## config.mk

```make
export PLATFORM = sky130hd
export DESIGN_NAME = rtcb_top
export DESIGN_NICKNAME = d
export VERILOG_FILES = /design/src/pkg/rtcb_pkg.sv /design/src/rtl/rtcb_bkp_mem.sv /design/src/rtl/rtcb_top.sv
export VERILOG_INCLUDE_DIRS = /design/src /design/src/pkg
export SDC_FILE = /design/constraint.sdc
export NUM_CORES = 1
export LEC_CHECK = 0
export BUFFER_PORTS_ARGS = -buffer_cell sky130_fd_sc_hd__buf_2
export CAP_MARGIN = 20
export CELL_PAD_IN_SITES_DETAIL_PLACEMENT = 1
export CELL_PAD_IN_SITES_GLOBAL_PLACEMENT = 1
export CORE_UTILIZATION = 51
export DETAILED_ROUTE_END_ITERATION = 10
export PLACE_DENSITY = 0.92
export SETUP_SLACK_MARGIN = 0.5
export SKIP_CTS_REPAIR_TIMING = 1
export SLEW_MARGIN = 20
export SYNTH_ARGS = -nofsm -noshare
export SYNTH_HDL_FRONTEND = slang
export SYNTH_SLANG_ARGS = --single-unit
```

## constraint.sdc

```tcl
create_clock -name CLK -period 12.1 [get_ports CLK]
set_input_delay 0.605 -clock CLK [delete_from_list [all_inputs] [get_ports CLK]]
set_output_delay 0.605 -clock CLK [all_outputs]
set_load 0.05 [all_outputs]
```

## src/pkg/rtcb_defines.svh

```systemverilog
`ifndef RTCB_DEFINES_SVH
`define RTCB_DEFINES_SVH

// ==========================================
// Register byte offsets
`define RTCB_A_TIME 8'h00
`define RTCB_A_DATE 8'h04
`define RTCB_A_CTRL 8'h08
`define RTCB_A_PRER 8'h0c
`define RTCB_A_SUBS 8'h10
`define RTCB_A_SHIFT 8'h14
`define RTCB_A_CAL 8'h18
`define RTCB_A_ALRA 8'h1c
`define RTCB_A_ALRB 8'h20
`define RTCB_A_WUTR 8'h24
`define RTCB_A_STAT 8'h28
`define RTCB_A_MASK 8'h2c
`define RTCB_A_TSTM 8'h30
`define RTCB_A_TSDT 8'h34
`define RTCB_A_BKP 8'h40
`define RTCB_A_BKP_END 8'h54

// ==========================================
// Reset values
`define RTCB_PRER_RST 15'h7fff
`define RTCB_DATE_RST 32'h0000_2101

// ==========================================
// Calendar limits in BCD
`define RTCB_BCD_59 8'h59
`define RTCB_BCD_23 8'h23
`define RTCB_BCD_12 8'h12
`define RTCB_BCD_11 8'h11
`define RTCB_BCD_99 8'h99
`define RTCB_BCD_7 8'h07
`define RTCB_BCD_1 8'h01
`define RTCB_BCD_0 8'h00
`define RTCB_FEB 5'h02
`define RTCB_APR 5'h04
`define RTCB_JUN 5'h06
`define RTCB_SEP 5'h09
`define RTCB_NOV 5'h11
`define RTCB_DAYS_28 8'h28
`define RTCB_DAYS_29 8'h29
`define RTCB_DAYS_30 8'h30
`define RTCB_DAYS_31 8'h31

// ==========================================
// Clock figures
`define RTCB_HSE_DIV 6'd32
`define RTCB_REF_50 6'd50
`define RTCB_REF_60 6'd60

`endif

```

## src/pkg/rtcb_pkg.sv

```systemverilog
package rtcb_pkg;

  `include "rtcb_defines.svh"

  typedef enum logic [1:0] {
    RTCB_CS_LSE = 2'b00,
    RTCB_CS_LSI = 2'b01,
    RTCB_CS_HSE = 2'b10,
    RTCB_CS_OFF = 2'b11
  } rtcb_csel_t;

  typedef logic [14:0] rtcb_pre_t;
  typedef logic [8:0] rtcb_cal_t;
  typedef logic [16:0] rtcb_wut_t;

  typedef struct packed {
    logic [8:0] rsv; logic pm; logic [5:0] hour; logic r2;
    logic [6:0] min; logic r1; logic [6:0] sec;
  } rtcb_time_t;

  typedef struct packed {
    logic [7:0] rsv; logic [7:0] year; logic [2:0] wday;
    logic [4:0] month; logic [1:0] r1; logic [5:0] date;
  } rtcb_date_t;

  typedef struct packed {
    logic [5:0] rsv; logic m_hour; logic m_min; logic m_sec; logic pm;
    logic [5:0] hour; logic r2; logic [6:0] min; logic r1; logic [6:0] sec;
  } rtcb_alrm_t;

  typedef struct packed {
    logic [13:0] rsv; logic [1:0] flt; logic [1:0] r3; logic [1:0] tamp_en;
    logic ts_en; logic wut_en; logic alb_en; logic ala_en; logic [1:0] r2;
    rtcb_csel_t csel; logic r1; logic ref60; logic refen; logic fmt12;
  } rtcb_ctrl_t;

  typedef struct packed {
    logic [1:0] tamp; logic ts; logic wut; logic alb; logic ala;
  } rtcb_evt_t;

  typedef struct packed {
    logic [2:0] lse_s; logic [2:0] lsi_s; logic [2:0] hse_s;
    logic [2:0] ref_s; logic [2:0] ts_s; logic [1:0][2:0] tp_s;
    logic [1:0][3:0] tcnt; logic [4:0] hse_div; logic [19:0] cal_cnt;
    rtcb_pre_t shf; rtcb_pre_t ss; rtcb_pre_t prer; logic [5:0] ref_cnt;
    rtcb_time_t tm; rtcb_date_t dt; rtcb_ctrl_t ctl; rtcb_cal_t calm;
    rtcb_alrm_t alra; rtcb_alrm_t alrb; rtcb_wut_t wutr; rtcb_wut_t wut;
    rtcb_time_t ts_tm; rtcb_date_t ts_dt; rtcb_evt_t stat; rtcb_evt_t mask;
    logic dp_wr; logic dp_rd; logic [7:0] dp_addr;
    logic hready; logic hresp; logic [31:0] hrdata; logic irq; logic wake;
  } rtcb_state_t;

  localparam rtcb_state_t RTCB_ST_RST = '{
    ss: `RTCB_PRER_RST, prer: `RTCB_PRER_RST, dt: `RTCB_DATE_RST,
    hready: 1'b1, default: '0};

endpackage : rtcb_pkg

```

## src/rtl/rtcb_bkp_mem.sv

```systemverilog
`timescale 1ns/1ps

module rtcb_bkp_mem #(
  parameter int W = 32,
  parameter int N = 5,
  parameter int AW = 3
) (
  // Clock
  input wire logic clk,
  // Write port
  input wire logic we,
  input wire logic [AW-1:0] waddr,
  input wire logic [W-1:0] wdata,
  // Read port
  input wire logic [AW-1:0] raddr,
  output logic [W-1:0] rdata
);

  typedef struct packed {
    logic [N-1:0][W-1:0] word;
    logic [W-1:0] q;
  } rtcb_mem_t;

  rtcb_mem_t m;
  rtcb_mem_t next_m;

  always_comb begin
    next_m = m;
    next_m.q = (raddr < AW'(N)) ? m.word[raddr] : '0;
    if (we && waddr < AW'(N)) begin
      next_m.word[waddr] = wdata;
    end
  end

  // No reset: contents survive every reset
  always_ff @(posedge clk) begin
    m <= next_m;
  end

  assign rdata = m.q;

endmodule : rtcb_bkp_mem

```

## src/rtl/rtcb_top.sv

```systemverilog
`timescale 1ns/1ps

module rtcb_top
  import rtcb_pkg::*;
(
  // Clock and reset
  input wire logic CLK,
  input wire logic RST,
  // AHB-Lite slave
  input wire logic HSEL,
  input wire logic [7:0] HADDR,
  input wire logic [1:0] HTRANS,
  input wire logic HWRITE,
  input wire logic [31:0] HWDATA,
  input wire logic HREADY,
  output logic [31:0] HRDATA,
  output logic HREADYOUT,
  output logic HRESP,
  // Clock source pins
  input wire logic LSE_CLK,
  input wire logic LSI_CLK,
  input wire logic HSE_CLK,
  input wire logic REFIN,
  // Event pins
  input wire logic [1:0] TAMPER,
  input wire logic TSTAMP_IN,
  // Interrupt and wake
  output logic IRQ,
  output logic WAKE
);

  `include "rtcb_defines.svh"

  rtcb_state_t s;
  rtcb_state_t next_s;
  logic [31:0] mem_q;

  // ==========================================
  // Helpers
  function automatic logic rise(input logic [2:0] c);
    return c[1] & ~c[2];
  endfunction : rise

  // Returns {carry, next value}
  function automatic logic [8:0] bcd_inc(input logic [7:0] v,
                                         input logic [7:0] last,
                                         input logic [7:0] first);
    logic [7:0] r;
    r = v;
    if (v == last) begin
      return {1'b1, first};
    end
    if (v[3:0] == 4'h9) begin
      r = {v[7:4] + 4'h1, 4'h0};
    end else begin
      r = {v[7:4], v[3:0] + 4'h1};
    end
    return {1'b0, r};
  endfunction : bcd_inc

  function automatic logic [7:0] month_last(input logic [4:0] mo,
                                            input logic [7:0] yr);
    logic leap;
    leap = yr[4] ? (yr[3:0] == 4'h2 || yr[3:0] == 4'h6)
                 : (yr[3:0] == 4'h0 || yr[3:0] == 4'h4 || yr[3:0] == 4'h8);
    if (mo == `RTCB_FEB) begin
      return leap ? `RTCB_DAYS_29 : `RTCB_DAYS_28;
    end
    if (mo == `RTCB_APR || mo == `RTCB_JUN || mo == `RTCB_SEP || mo == `RTCB_NOV) begin
      return `RTCB_DAYS_30;
    end
    return `RTCB_DAYS_31;
  endfunction : month_last

  function automatic logic alarm_hit(input rtcb_alrm_t a, input rtcb_time_t t);
    return (a.m_sec || a.sec == t.sec) && (a.m_min || a.min == t.min) &&
           (a.m_hour || (a.hour == t.hour && a.pm == t.pm));
  endfunction : alarm_hit

  function automatic logic bkp_hit(input logic [7:0] a);
    return a >= `RTCB_A_BKP && a < `RTCB_A_BKP_END;
  endfunction : bkp_hit

  function automatic logic [2:0] bkp_idx(input logic [7:0] a);
    logic [7:0] d;
    d = a - `RTCB_A_BKP;
    return d[4:2];
  endfunction : bkp_idx

  function automatic rtcb_time_t clean_time(input logic [31:0] d);
    rtcb_time_t t;
    t = d;
    t.rsv = '0;
    t.r1 = 1'b0;
    t.r2 = 1'b0;
    return t;
  endfunction : clean_time

  // ==========================================
  // Backup storage
  rtcb_bkp_mem #(
    .W(32),
    .N(5),
    .AW(3)
  ) u_bkp (
    .clk(CLK),
    .we(s.dp_wr && bkp_hit(s.dp_addr)),
    .waddr(bkp_idx(s.dp_addr)),
    .wdata(HWDATA),
    .raddr(bkp_idx(HADDR)),
    .rdata(mem_q)
  );

  // ==========================================
  // Next state
  always_comb begin
    logic src;
    logic pul;
    logic tick;
    logic c;
    logic take;
    logic [8:0] r;
    logic [3:0] thr;
    logic [5:0] ref_last;
    rtcb_time_t ntm;
    rtcb_date_t ndt;
    rtcb_evt_t ev;
    rtcb_evt_t clr;
    rtcb_date_t wd;
    rtcb_ctrl_t wc;
    src = 1'b0;
    pul = 1'b0;
    tick = 1'b0;
    c = 1'b0;
    take = 1'b0;
    r = '0;
    thr = '0;
    ref_last = '0;
    ntm = s.tm;
    ndt = s.dt;
    ev = '0;
    clr = '0;
    wd = '0;
    wc = '0;
    next_s = s;

    // Pin synchronisers, third stage keeps the previous level
    next_s.lse_s = {s.lse_s[1:0], LSE_CLK};
    next_s.lsi_s = {s.lsi_s[1:0], LSI_CLK};
    next_s.hse_s = {s.hse_s[1:0], HSE_CLK};
    next_s.ref_s = {s.ref_s[1:0], REFIN};
    next_s.ts_s = {s.ts_s[1:0], TSTAMP_IN};
    for (int i = 0; i < 2; i++) begin
      next_s.tp_s[i] = {s.tp_s[i][1:0], TAMPER[i]};
    end

    // Clock source selection
    if (rise(s.hse_s)) begin
      next_s.hse_div = s.hse_div + 5'd1;
    end
    case (s.ctl.csel)
      RTCB_CS_LSE: src = rise(s.lse_s);
      RTCB_CS_LSI: src = rise(s.lsi_s);
      RTCB_CS_HSE: src = rise(s.hse_s) && ({1'b0, s.hse_div} == `RTCB_HSE_DIV - 6'd1);
      default: src = 1'b0;
    endcase

    // Calibration: drop the first calm pulses of every 2^20
    if (src) begin
      next_s.cal_cnt = s.cal_cnt + 20'd1;
    end
    pul = src && (s.cal_cnt >= {11'd0, s.calm});

    // Shift: swallow pending pulses
    if (pul && s.shf != '0) begin
      next_s.shf = s.shf - 15'd1;
      pul = 1'b0;
    end

    // Prescaler towards the one-second tick
    if (pul) begin
      if (s.ss == '0) begin
        next_s.ss = s.prer;
        tick = ~s.ctl.refen;
      end else begin
        next_s.ss = s.ss - 15'd1;
      end
    end

    // Mains reference as second source
    ref_last = (s.ctl.ref60 ? `RTCB_REF_60 : `RTCB_REF_50) - 6'd1;
    if (s.ctl.refen && rise(s.ref_s)) begin
      if (s.ref_cnt >= ref_last) begin
        next_s.ref_cnt = '0;
        next_s.ss = s.prer;
        tick = 1'b1;
      end else begin
        next_s.ref_cnt = s.ref_cnt + 6'd1;
      end
    end

    // Calendar advance with decimal carry
    c = tick;
    if (c) begin
      r = bcd_inc({1'b0, s.tm.sec}, `RTCB_BCD_59, `RTCB_BCD_0);
      ntm.sec = r[6:0];
      c = r[8];
    end
    if (c) begin
      r = bcd_inc({1'b0, s.tm.min}, `RTCB_BCD_59, `RTCB_BCD_0);
      ntm.min = r[6:0];
      c = r[8];
    end
    if (c) begin
      if (s.ctl.fmt12) begin
        if ({2'b0, s.tm.hour} == `RTCB_BCD_11) begin
          ntm.hour = 6'(`RTCB_BCD_12);
          ntm.pm = ~s.tm.pm;
          c = s.tm.pm;
        end else begin
          r = bcd_inc({2'b0, s.tm.hour}, `RTCB_BCD_12, `RTCB_BCD_1);
          ntm.hour = r[5:0];
          c = 1'b0;
        end
      end else begin
        r = bcd_inc({2'b0, s.tm.hour}, `RTCB_BCD_23, `RTCB_BCD_0);
        ntm.hour = r[5:0];
        c = r[8];
      end
    end
    if (c) begin
      r = bcd_inc({5'b0, s.dt.wday}, `RTCB_BCD_7, `RTCB_BCD_1);
      ndt.wday = r[2:0];
      r = bcd_inc({2'b0, s.dt.date}, month_last(s.dt.month, s.dt.year), `RTCB_BCD_1);
      ndt.date = r[5:0];
      c = r[8];
    end
    if (c) begin
      r = bcd_inc({3'b0, s.dt.month}, `RTCB_BCD_12, `RTCB_BCD_1);
      ndt.month = r[4:0];
      c = r[8];
    end
    if (c) begin
      r = bcd_inc(s.dt.year, `RTCB_BCD_99, `RTCB_BCD_0);
      ndt.year = r[7:0];
    end
    next_s.tm = ntm;
    next_s.dt = ndt;

    // Alarms, checked against the freshly advanced time
    ev.ala = tick && s.ctl.ala_en && alarm_hit(s.alra, ntm);
    ev.alb = tick && s.ctl.alb_en && alarm_hit(s.alrb, ntm);

    // Wakeup counter
    if (!s.ctl.wut_en) begin
      next_s.wut = s.wutr;
    end else if (tick) begin
      if (s.wut == '0) begin
        next_s.wut = s.wutr;
        ev.wut = 1'b1;
      end else begin
        next_s.wut = s.wut - 17'd1;
      end
    end

    // Tamper filters: 2^flt consecutive high samples
    thr = 4'd1 << s.ctl.flt;
    for (int i = 0; i < 2; i++) begin
      if (!s.tp_s[i][1]) begin
        next_s.tcnt[i] = '0;
      end else if (s.tcnt[i] != 4'hf) begin
        next_s.tcnt[i] = s.tcnt[i] + 4'd1;
      end
      ev.tamp[i] = s.ctl.tamp_en[i] && s.tp_s[i][1] && (s.tcnt[i] == thr - 4'd1);
    end

    // Timestamp capture
    ev.ts = (s.ctl.ts_en && rise(s.ts_s)) || (ev.tamp != '0);
    if (ev.ts) begin
      next_s.ts_tm = ntm;
      next_s.ts_dt = ndt;
    end

    // Bus data phase: writes
    if (s.dp_wr) begin
      case (s.dp_addr)
        `RTCB_A_TIME: begin
          next_s.tm = clean_time(HWDATA);
          next_s.ss = s.prer;
        end
        `RTCB_A_DATE: begin
          wd = HWDATA;
          wd.rsv = '0;
          wd.r1 = '0;
          next_s.dt = wd;
        end
        `RTCB_A_CTRL: begin
          wc = HWDATA;
          wc.rsv = '0;
          wc.r1 = 1'b0;
          wc.r2 = '0;
          wc.r3 = '0;
          next_s.ctl = wc;
        end
        `RTCB_A_PRER: next_s.prer = rtcb_pre_t'(HWDATA);
        `RTCB_A_SHIFT: next_s.shf = rtcb_pre_t'(HWDATA);
        `RTCB_A_CAL: next_s.calm = rtcb_cal_t'(HWDATA);
        `RTCB_A_ALRA: next_s.alra = {6'd0, HWDATA[25:0]} & {6'd0, 26'h3ff7f7f};
        `RTCB_A_ALRB: next_s.alrb = {6'd0, HWDATA[25:0]} & {6'd0, 26'h3ff7f7f};
        `RTCB_A_WUTR: next_s.wutr = rtcb_wut_t'(HWDATA);
        `RTCB_A_STAT: clr = HWDATA[$bits(rtcb_evt_t)-1:0];
        `RTCB_A_MASK: next_s.mask = HWDATA[$bits(rtcb_evt_t)-1:0];
        default: ;
      endcase
    end

    // Flags: a new event wins over a clear in the same cycle
    next_s.stat = (s.stat & ~clr) | ev;

    // Bus data phase: reads, one wait state
    if (s.dp_rd) begin
      next_s.hready = 1'b1;
      case (s.dp_addr)
        `RTCB_A_TIME: next_s.hrdata = s.tm;
        `RTCB_A_DATE: next_s.hrdata = s.dt;
        `RTCB_A_CTRL: next_s.hrdata = s.ctl;
        `RTCB_A_PRER: next_s.hrdata = {17'd0, s.prer};
        `RTCB_A_SUBS: next_s.hrdata = {17'd0, s.ss};
        `RTCB_A_SHIFT: next_s.hrdata = {17'd0, s.shf};
        `RTCB_A_CAL: next_s.hrdata = {23'd0, s.calm};
        `RTCB_A_ALRA: next_s.hrdata = s.alra;
        `RTCB_A_ALRB: next_s.hrdata = s.alrb;
        `RTCB_A_WUTR: next_s.hrdata = {15'd0, s.wutr};
        `RTCB_A_STAT: next_s.hrdata = {26'd0, s.stat};
        `RTCB_A_MASK: next_s.hrdata = {26'd0, s.mask};
        `RTCB_A_TSTM: next_s.hrdata = s.ts_tm;
        `RTCB_A_TSDT: next_s.hrdata = s.ts_dt;
        default: next_s.hrdata = bkp_hit(s.dp_addr) ? mem_q : 32'h0000_0000;
      endcase
    end

    // Bus address phase
    take = HSEL && HTRANS[1] && HREADY;
    next_s.dp_wr = take && HWRITE;
    next_s.dp_rd = take && !HWRITE;
    next_s.dp_addr = take ? HADDR : s.dp_addr;
    if (take && !HWRITE) begin
      next_s.hready = 1'b0;
    end
    next_s.hresp = 1'b0;

    // Interrupt and wake request
    next_s.irq = (next_s.stat & next_s.mask) != '0;
    next_s.wake = next_s.stat != '0;
  end

  // ==========================================
  // State register; backup words live outside it
  always_ff @(posedge CLK or posedge RST) begin
    if (RST) begin
      s <= RTCB_ST_RST;
    end else begin
      s <= next_s;
    end
  end

  // ==========================================
  // Outputs
  assign HRDATA = s.hrdata;
  assign HREADYOUT = s.hready;
  assign HRESP = s.hresp;
  assign IRQ = s.irq;
  assign WAKE = s.wake;

endmodule : rtcb_top

```

==> run summary, run 1 <==
Overflow left after global routing -> 0
Die height -> 226.0 um
Mean cell area of the mapped netlist -> 11.24 um^2
Net switching fraction of the power -> 29.18%
Fraction of the yosys area taken by sequential cells -> 55.68%
Placed wire-length estimate after detailed placement -> 57.15 mm
Worst slew pin tran -> 1.179 ns
DRC marker count from the first detailed-route iteration -> 2423
Maximum number of pins on one net before global-route repair -> 141
Total Neg Setup Slack -> 0 ns
Top cells by area in the synthesized netlist -> sky130_fd_sc_hd__dfrtp_1, sky130_fd_sc_hd__edfxtp_1, sky130_fd_sc_hd__mux2_2
Clock edge transition at the registers on the reported setup and hold paths -> 0.06 ns
Power density relative to cell area -> 165.9 mW/mm^2
Outcome -> finished, final reports clean
Total vias in the final route -> 20.33k
Crit Reg-Reg Startpoint -> s[346]
Worst Path Class, Setup -> flop to flop
Number of distinct library cells after synthesis -> 93
IR Drop Worst-Case VDD -> 0.1358 mV
Hold worst-path end -> next_s[419]
Final Wtd Congestion -> 0.9631
Ys Warns -> 0
Residual DRC count -> 0
Combinational group share of total power -> 13.5%
Initial antenna violation count -> 3
Worst Setup End Kind -> flop
Net total in the final layout -> 2393
Master cell of the clock root buffer -> sky130_fd_sc_hd__clkbuf_16
Launch point of the worst hold path -> REFIN
Width of the die -> 226.0 um
Mapped Area -> 0.02558 mm^2
Final setup fails -> 0
Maximum buffer depth of the clock tree -> 3
Depth of the worst register-to-register path -> 12
Min Tclk post-route -> 4.937 ns
Number of iterations in the first detailed-routing pass -> 6
N_diodes -> 0
Critical path data arrival time -> 5.48 ns
Proportion of power drawn by flip-flops and latches -> 47.5%
Clock sinks -> 542
Synthesized Nets -> 2369
Final routed wire length divided by cell count -> 29.31 um
Count of input and output buffers -> 87
Fin. Hold Viols -> 0
Count of pins on the block boundary -> 90
Flop and latch count out of synthesis -> 542
Highest clock rate -> 202.5 MHz
Type of element launching the critical path -> flop
Num rows -> 81
Leading register cell type out of synthesis -> sky130_fd_sc_hd__dfrtp_1
Required time at the worst-slack endpoint -> 12.65 ns
Dpl ws -> 7.333 ns
Total wirelength of the detailed-routed design -> 88.34 mm
Final Util -> 57.70%
Number of max-cap violations -> 0
Cell total after placement -> 2905
TritonCTS clock tree -> done
Static leakage -> 11.07 nW
Final Skew -> 0.02945 ns
Worst setup margin -> 7.163 ns
Crit Reg-Reg Endpoint -> IRQ
Synth async-reset ratio -> 64.58%
Proportion of power drawn by the clock network -> 39.0%
Maximum fanout along the worst path -> 14
Ratio of cells with drive above 1 in the final layout -> 18.98%
RSZ-0062 raised after global routing -> false
Layout area overhead -> 11.09%
Insertion delay to the later sink of the worst-skew pair -> 0.65 ns
Core area -> 0.04925 mm^2
Number of clock buffers inserted by TritonCTS -> 57
Post-synthesis cell count -> 2277
Post-route fraction of the period consumed by the critical path -> 40.80%
Max transition margin -> 20.82%
Hold path cells -> 1
Remaining antenna violation count -> 0
Via count of the first global-routing pass -> 21.60k
Maximum level of the CTS H-tree -> 2
Die Footprint -> 0.05106 mm^2
Share of the synthesized area in the top cell type -> 30.91%
Starting density of the core -> 51.94%
Most area-hungry cell type in the Yosys netlist -> sky130_fd_sc_hd__dfrtp_1
Number of synthesized flops with an enable pin -> 160
Final Non-Filler Cells -> 3014
First-pass GRT wire length -> 133.3 mm
Final count of pins violating max slew -> 0
Number of vias per cell after detailed routing -> 6.747
Internal power consumption -> 3.339 mW
GRT Overall Usage -> 35.28%
Sw power -> 1.376 mW
Flop-to-flop setup slack -> 7.16 ns
Path category of the worst min-delay check -> primary input to flop
power by group through the flow:
| stage | Combinational, mW | Clock [mW] | Sequential [mW] |
|---|---|---|---|
| after CTS | 0.629 | 1.85 | 2.23 |
| after detailed placement | 0.615 | 0 | 2.25 |
| after global routing | 0.689 | 1.93 | 2.25 |
| final | 0.637 | 1.84 | 2.24 |
| after floorplan | 0.484 | 0 | 2.18 |
| after global placement | 0.572 | 0 | 2.24 |
cell usage after synthesis (12+ instances only):
master	instances
sky130_fd_sc_hd__nor3_1	40
sky130_fd_sc_hd__dfrtp_1	316
sky130_fd_sc_hd__nand4_1	24
sky130_fd_sc_hd__ha_1	38
sky130_fd_sc_hd__o21ai_0	103
sky130_fd_sc_hd__dfxtp_1	32
sky130_fd_sc_hd__mux2i_1	16
sky130_fd_sc_hd__dfstp_2	34
sky130_fd_sc_hd__a22oi_1	58
sky130_fd_sc_hd__nor2b_1	12
sky130_fd_sc_hd__nor2_1	192
sky130_fd_sc_hd__xnor2_1	50
sky130_fd_sc_hd__buf_1	15
sky130_fd_sc_hd__a221oi_1	26
sky130_fd_sc_hd__buf_4	35
sky130_fd_sc_hd__mux4_2	32
sky130_fd_sc_hd__and3_1	22
sky130_fd_sc_hd__o211ai_1	12
sky130_fd_sc_hd__a21oi_1	118
sky130_fd_sc_hd__nor4_1	12
sky130_fd_sc_hd__nand2b_1	15
sky130_fd_sc_hd__or3_1	16
sky130_fd_sc_hd__nand2_1	209
sky130_fd_sc_hd__a22o_1	19
sky130_fd_sc_hd__edfxtp_1	160
sky130_fd_sc_hd__clkbuf_1	97
sky130_fd_sc_hd__mux2_2	134
sky130_fd_sc_hd__and2_1	13
sky130_fd_sc_hd__a222oi_1	16
sky130_fd_sc_hd__inv_1	98
sky130_fd_sc_hd__nand3_1	58
sky130_fd_sc_hd__a31oi_1	31
sky130_fd_sc_hd__xor2_1	29
sky130_fd_sc_hd__o21ai_1	25
placed cells by master (no fill, tap or decap), types with 87 or more instances in the layout:
cell                       instances
sky130_fd_sc_hd__a21oi_1         118
sky130_fd_sc_hd__buf_2            87
sky130_fd_sc_hd__dfrtp_1         315
sky130_fd_sc_hd__edfxtp_1        160
sky130_fd_sc_hd__inv_1            97
sky130_fd_sc_hd__mux2_2          134
sky130_fd_sc_hd__nand2_1         208
sky130_fd_sc_hd__nor2_1          184
sky130_fd_sc_hd__o21ai_0         103
logic make-up after synthesis:
group | share of synthesized area (%)
other | 0.01466
buffers and inverters | 4.206
AO/OA/AOI/OAI | 13.88
AND/OR/NAND/NOR | 12.31
adder cells (fa/ha/maj) | 1.858
XOR/XNOR | 2.704
multiplexers | 9.341
flip-flops | 55.68
how the worst max path moves through the flow:
stage	start	end	slack (ns)	cells past startpoint
final	s[346]	IRQ	7.16	12
after global routing	s[346]	IRQ	6.95	12
after CTS	s[346]	IRQ	7.30	12
after detailed placement	s[346]	IRQ	7.33	12
after global placement	s[346]	IRQ	7.48	12
after floorplan	RST	HRDATA[0]	1.84	1
state kept, by name, indices dropped and copies added (netlist names):
signal / cells
HRDATA: 32
HREADYOUT: 1
IRQ: 1
WAKE: 1
next_s: 14
s: 301
u_bkp.m: 160
u_bkp.rdata: 32
worst max-delay path, stage by stage, from the launching register on:
cell	delay, ns
sky130_fd_sc_hd__dfstp_2	0.39
sky130_fd_sc_hd__inv_1	0.09
sky130_fd_sc_hd__ha_1	0.19
sky130_fd_sc_hd__nor4b_1	0.45
sky130_fd_sc_hd__and4_1	0.50
sky130_fd_sc_hd__nand3_2	0.22
sky130_fd_sc_hd__a211oi_4	0.88
sky130_fd_sc_hd__nor2_1	0.39
sky130_fd_sc_hd__o22ai_1	0.32
sky130_fd_sc_hd__o221ai_1	0.17
sky130_fd_sc_hd__o31ai_1	0.54
sky130_fd_sc_hd__o311ai_2	0.44
sky130_fd_sc_hd__o221ai_2	0.25
final cells by class:
class / instances / area (um^2)
well taps: 664 / 830.8
multi-input cells: 1485 / 10330
clock inverters: 32 / 380.4
flip-flops and latches: 542 / 14250
inverters: 98 / 375.4
repair buffers: 117 / 680.7
clock buffers: 76 / 1578
fillers: 5115 / 20830
metrics by stage:
| stage | total power, mW | hold WS (ns) | cell area (um^2) |
|---|---|---|---|
| after global placement | 2.809 | 0.3401 | 26420 |
| after global routing | 4.865 | 0.04929 | 28420 |
| after CTS | 4.709 | 0.05604 | 28380 |
| final | 4.715 | 0.07259 | 28420 |
| after detailed placement | 2.869 | 0.3358 | 26430 |
| after floorplan | 2.661 | 0.3312 | 25580 |
metal layers:
metal  GRT usage, %  wire length, um  share of wire [%]  vias up
met5              0               32              0.036        -
met3          8.145             7518                8.5      375
met1          43.12            33390                 38    10409
met4          22.25             5769                6.5        4
li1               -                -                  -     8362
met2          56.54            41640                 47     1184
(Power assumes the default switching activity.)
==> run 2: changes to the inputs <==
--- a/config.mk
+++ b/config.mk
@@ -6,13 +6,14 @@
 export SDC_FILE = /design/constraint.sdc
 export NUM_CORES = 1
 export LEC_CHECK = 0
+export ABC_AREA = 1
 export BUFFER_PORTS_ARGS = -buffer_cell sky130_fd_sc_hd__buf_2
 export CAP_MARGIN = 20
 export CELL_PAD_IN_SITES_DETAIL_PLACEMENT = 1
 export CELL_PAD_IN_SITES_GLOBAL_PLACEMENT = 1
-export CORE_UTILIZATION = 51
+export CORE_UTILIZATION = 48
 export DETAILED_ROUTE_END_ITERATION = 10
-export PLACE_DENSITY = 0.92
+export PLACE_DENSITY = 0.91
 export SETUP_SLACK_MARGIN = 0.5
 export SKIP_CTS_REPAIR_TIMING = 1
 export SLEW_MARGIN = 20
==> constraint.sdc (replaced) <==
create_clock -name CLK -period 4.8 [get_ports CLK]
set_input_delay 0.24 -clock CLK [delete_from_list [all_inputs] [get_ports CLK]]
set_output_delay 0.24 -clock CLK [all_outputs]
set_load 0.05 [all_outputs]
==> run 2 against run 1 <==
Against the previous run: maximum frequency grew 21%; clock skew grew 0.0016 ns; largest power group unchanged; cell count grew 24%.
==> run summary, run 2 <==
Placed Instance Area -> 0.02683 mm^2 (+1.5%)
Width of the die -> 233.9 um (+3.5%)
Placed wire-length estimate after detailed placement -> 62.52 mm (+9.4%)
Worst Setup End Kind -> flop
Overflow left after global routing -> 0 (unchanged)
Worst slew pin tran -> 1.132 ns (-0.04655 ns)
Number of max-cap violations -> 0 (unchanged)
Total wirelength of the detailed-routed design -> 103.5 mm (+17%)
Number of flip-flops in the largest register -> 301 (unchanged)
Final setup fails -> 0 (unchanged)
Most flops, register -> s
Clock sinks -> 542 (unchanged)
Final Skew -> 0.03106 ns (+0.001610 ns)
Die height -> 233.9 um (+3.5%)
Maximum level of the CTS H-tree -> 2 (unchanged)
Synth async-reset ratio -> 64.58% (unchanged)
Final count of pins violating max slew -> 0 (unchanged)
Commonest non-fill, non-tap cells in the layout -> sky130_fd_sc_hd__nand2_1, sky130_fd_sc_hd__o21ai_0, sky130_fd_sc_hd__inv_1, sky130_fd_sc_hd__dfrtp_1, sky130_fd_sc_hd__nor2_1
Biggest registers after layout -> s (301), u_bkp.m (160)
Net total in the final layout -> 3105 (+30%)
Count of input and output buffers -> 87 (unchanged)
Final Wtd Congestion -> 0.9615 (-0.17%)
Clock edge transition at the registers on the reported setup and hold paths -> 0.07 ns (about the same)
Number of vias per cell after detailed routing -> 6.382 (-5.4%)
Synthesized Nets -> 3016 (+27%)
List of most frequent post-synthesis cells -> sky130_fd_sc_hd__nand2_1, sky130_fd_sc_hd__o21ai_0, sky130_fd_sc_hd__inv_1
Final Non-Filler Cells -> 3752 (+24%)
Most common cell after layout, fill and taps aside -> sky130_fd_sc_hd__nand2_1
First-pass GRT wire length -> 140.0 mm (+5.1%)
Ratio of cells with drive above 1 in the final layout -> 9.928% (-9.1 points)
Flop and latch count out of synthesis -> 542 (unchanged)
Mean cell area of the mapped netlist -> 8.826 um^2 (-21%)
Type of element launching the critical path -> flop
Post-synthesis cell count -> 2924 (+28%)
Number of distinct library cells after synthesis -> 63 (-32%)
Maximum number of pins on one net before global-route repair -> 162 (+15%)
Mapped Area -> 0.02581 mm^2 (+0.87%)
Final routed wire length divided by cell count -> 27.58 um (-5.9%)
Number of clock buffers inserted by TritonCTS -> 57 (unchanged)
Worst Path Class, Setup -> flop to flop
DRC marker count from the first detailed-route iteration -> 2716 (+12%)
Min Tclk post-route -> 4.077 ns (-0.8607 ns)
Via count of the first global-routing pass -> 23.72k (+9.8%)
Required time at the worst-slack endpoint -> 5.30 ns (-7.35 ns)
Highest clock rate -> 245.3 MHz (+21%)
Static leakage -> 13.94 nW (+26%)
Residual DRC count -> 0 (unchanged)
Leading register cell type out of synthesis -> sky130_fd_sc_hd__dfrtp_1
Layout area overhead -> 13.33%
Count of pins on the block boundary -> 90 (unchanged)
Number of iterations in the first detailed-routing pass -> 5 (-1)
Maximum buffer depth of the clock tree -> 3 (unchanged)
Post-route fraction of the period consumed by the critical path -> 84.93% (+44 points)
Most area-hungry cell type in the Yosys netlist -> sky130_fd_sc_hd__dfrtp_1
Final Util -> 55.32% (-2.4 points)
Path category of the worst min-delay check -> primary input to flop
Starting density of the core -> 48.82% (-3.1 points)
Non-Filler Cell Area, Final -> 0.02925 mm^2 (+2.9%)
Top cells by area in the synthesized netlist -> sky130_fd_sc_hd__dfrtp_1, sky130_fd_sc_hd__edfxtp_1, sky130_fd_sc_hd__nand2_1
Max transition margin -> 24.07% (+3.3 points)
GRT Overall Usage -> 33.88% (-1.4 points)
RSZ-0062 raised after global routing -> false
Insertion delay to the later sink of the worst-skew pair -> 0.64 ns (about the same)
Initial antenna violation count -> 2 (-1)
Outcome -> finished, final reports clean
Remaining antenna violation count -> 0 (unchanged)
TritonCTS clock tree -> done
IR Drop Worst-Case VDD -> 0.3353 mV (+150%)
Share of the synthesized area in the top cell type -> 30.64% (-0.27 points)
Fraction of the yosys area taken by sequential cells -> 55.20% (-0.48 points)
Core area -> 0.05287 mm^2 (+7.3%)
Number of synthesized flops with an enable pin -> 160 (unchanged)
Power density relative to cell area -> 407.3 mW/mm^2 (+150%)
Critical path data arrival time -> 4.58 ns (-0.90 ns)
Total vias in the final route -> 23.95k (+18%)
Most used standard cell by instance count after synthesis -> sky130_fd_sc_hd__nand2_1
Num rows -> 84 (+3.7%)
Die Footprint -> 0.05470 mm^2 (+7.1%)
Ys Warns -> 0 (unchanged)
Maximum fanout along the worst path -> 24 (+10)
Cell total after placement -> 3597 (+24%)
Master cell of the clock root buffer -> sky130_fd_sc_hd__clkbuf_16
Fin. Hold Viols -> 0 (unchanged)
-- run 2: final timing paths --
kind,slack [ns],depth (start not counted),startpoint,endpoint
max,0.72,18,s[396],s[283]
min,0.02,1,HWDATA[4],u_bkp.m[100]
max reg2reg,0.72,18,s[396],s[283]
min reg2reg,0.35,0,next_s[428],next_s[429]
max in group asynchronous,3.25,4,RST,s[385]
min in group asynchronous,0.23,3,RST,s[80]
-- run 2: stage by stage --
stage          setup TNS (ns)  power [mW]  hold slack [ns]  worst slack (ns)
2_1_floorplan          -31.17       6.513           0.2714          -0.09865
3_3_place_gp                0       6.864           0.3327             1.170
3_5_place_dp                0       7.017           0.3364            0.9741
4_1_cts                     0       11.64          -0.3014            0.9070
5_1_grt                     0       12.23          0.02314            0.4723
6_report                    0       11.91          0.01586            0.7234
-- run 2: per-layer routing --
layer / wire length [um] / share of wire (%) / vias to the layer above / GRT usage (%)
met3: 10220 / 9.9 / 422 / 6.055
met2: 48990 / 47 / 1576 / 56.42
met5: 0 / 0 / - / 0
li1: - / - / 9950 / -
met4: 5948 / 5.7 / 0 / 15.12
met1: 38320 / 37 / 11998 / 43.16
-- run 2: power by group --
part / switching, mW / internal [mW] / total, mW
Clock: 2.07 / 2.73 / 4.80
Sequential: 0.252 / 5.02 / 5.27
Combinational: 1.32 / 0.524 / 1.84
Total: 3.64 / 8.27 / 11.9
-- run 2: logic make-up after synthesis --
kind of cell / share of synthesized area [%]
buf+inv: 8.009
fa+ha+maj: 1.842
xor+xnor: 2.002
other cells: 0.01453
compound gates: 14.16
flops: 55.20
simple gates: 18.53
mux: 0.2424
-- run 2: area by class of cell --
cell class              count  area [um^2]
well taps                 688        860.8
flip-flops and latches    542        14250
inverters                 362         1365
fillers                  6049        23620
diodes                      2        5.005
clock buffers              88         1674
multi-input cells        1875         9547
repair buffers            175         1266
clock inverters            20        282.8
-- run 2: critical path, stage by stage (launching register included) --
cell	delay, ns
sky130_fd_sc_hd__dfrtp_1	0.42
sky130_fd_sc_hd__ha_1	0.22
sky130_fd_sc_hd__nand2_1	0.09
sky130_fd_sc_hd__nor2_1	0.15
sky130_fd_sc_hd__ha_1	0.18
sky130_fd_sc_hd__nand4_1	0.12
sky130_fd_sc_hd__nand3_1	0.12
sky130_fd_sc_hd__buf_4	0.23
sky130_fd_sc_hd__nand4_4	0.24
sky130_fd_sc_hd__nand2_4	0.39
sky130_fd_sc_hd__nand3_4	0.30
sky130_fd_sc_hd__inv_1	0.23
sky130_fd_sc_hd__nand2_1	0.15
sky130_fd_sc_hd__nor2_1	0.19
sky130_fd_sc_hd__nand2_1	0.22
sky130_fd_sc_hd__inv_1	0.23
sky130_fd_sc_hd__o21ai_0	0.14
sky130_fd_sc_hd__o21ai_0	0.20
sky130_fd_sc_hd__inv_1	0.08
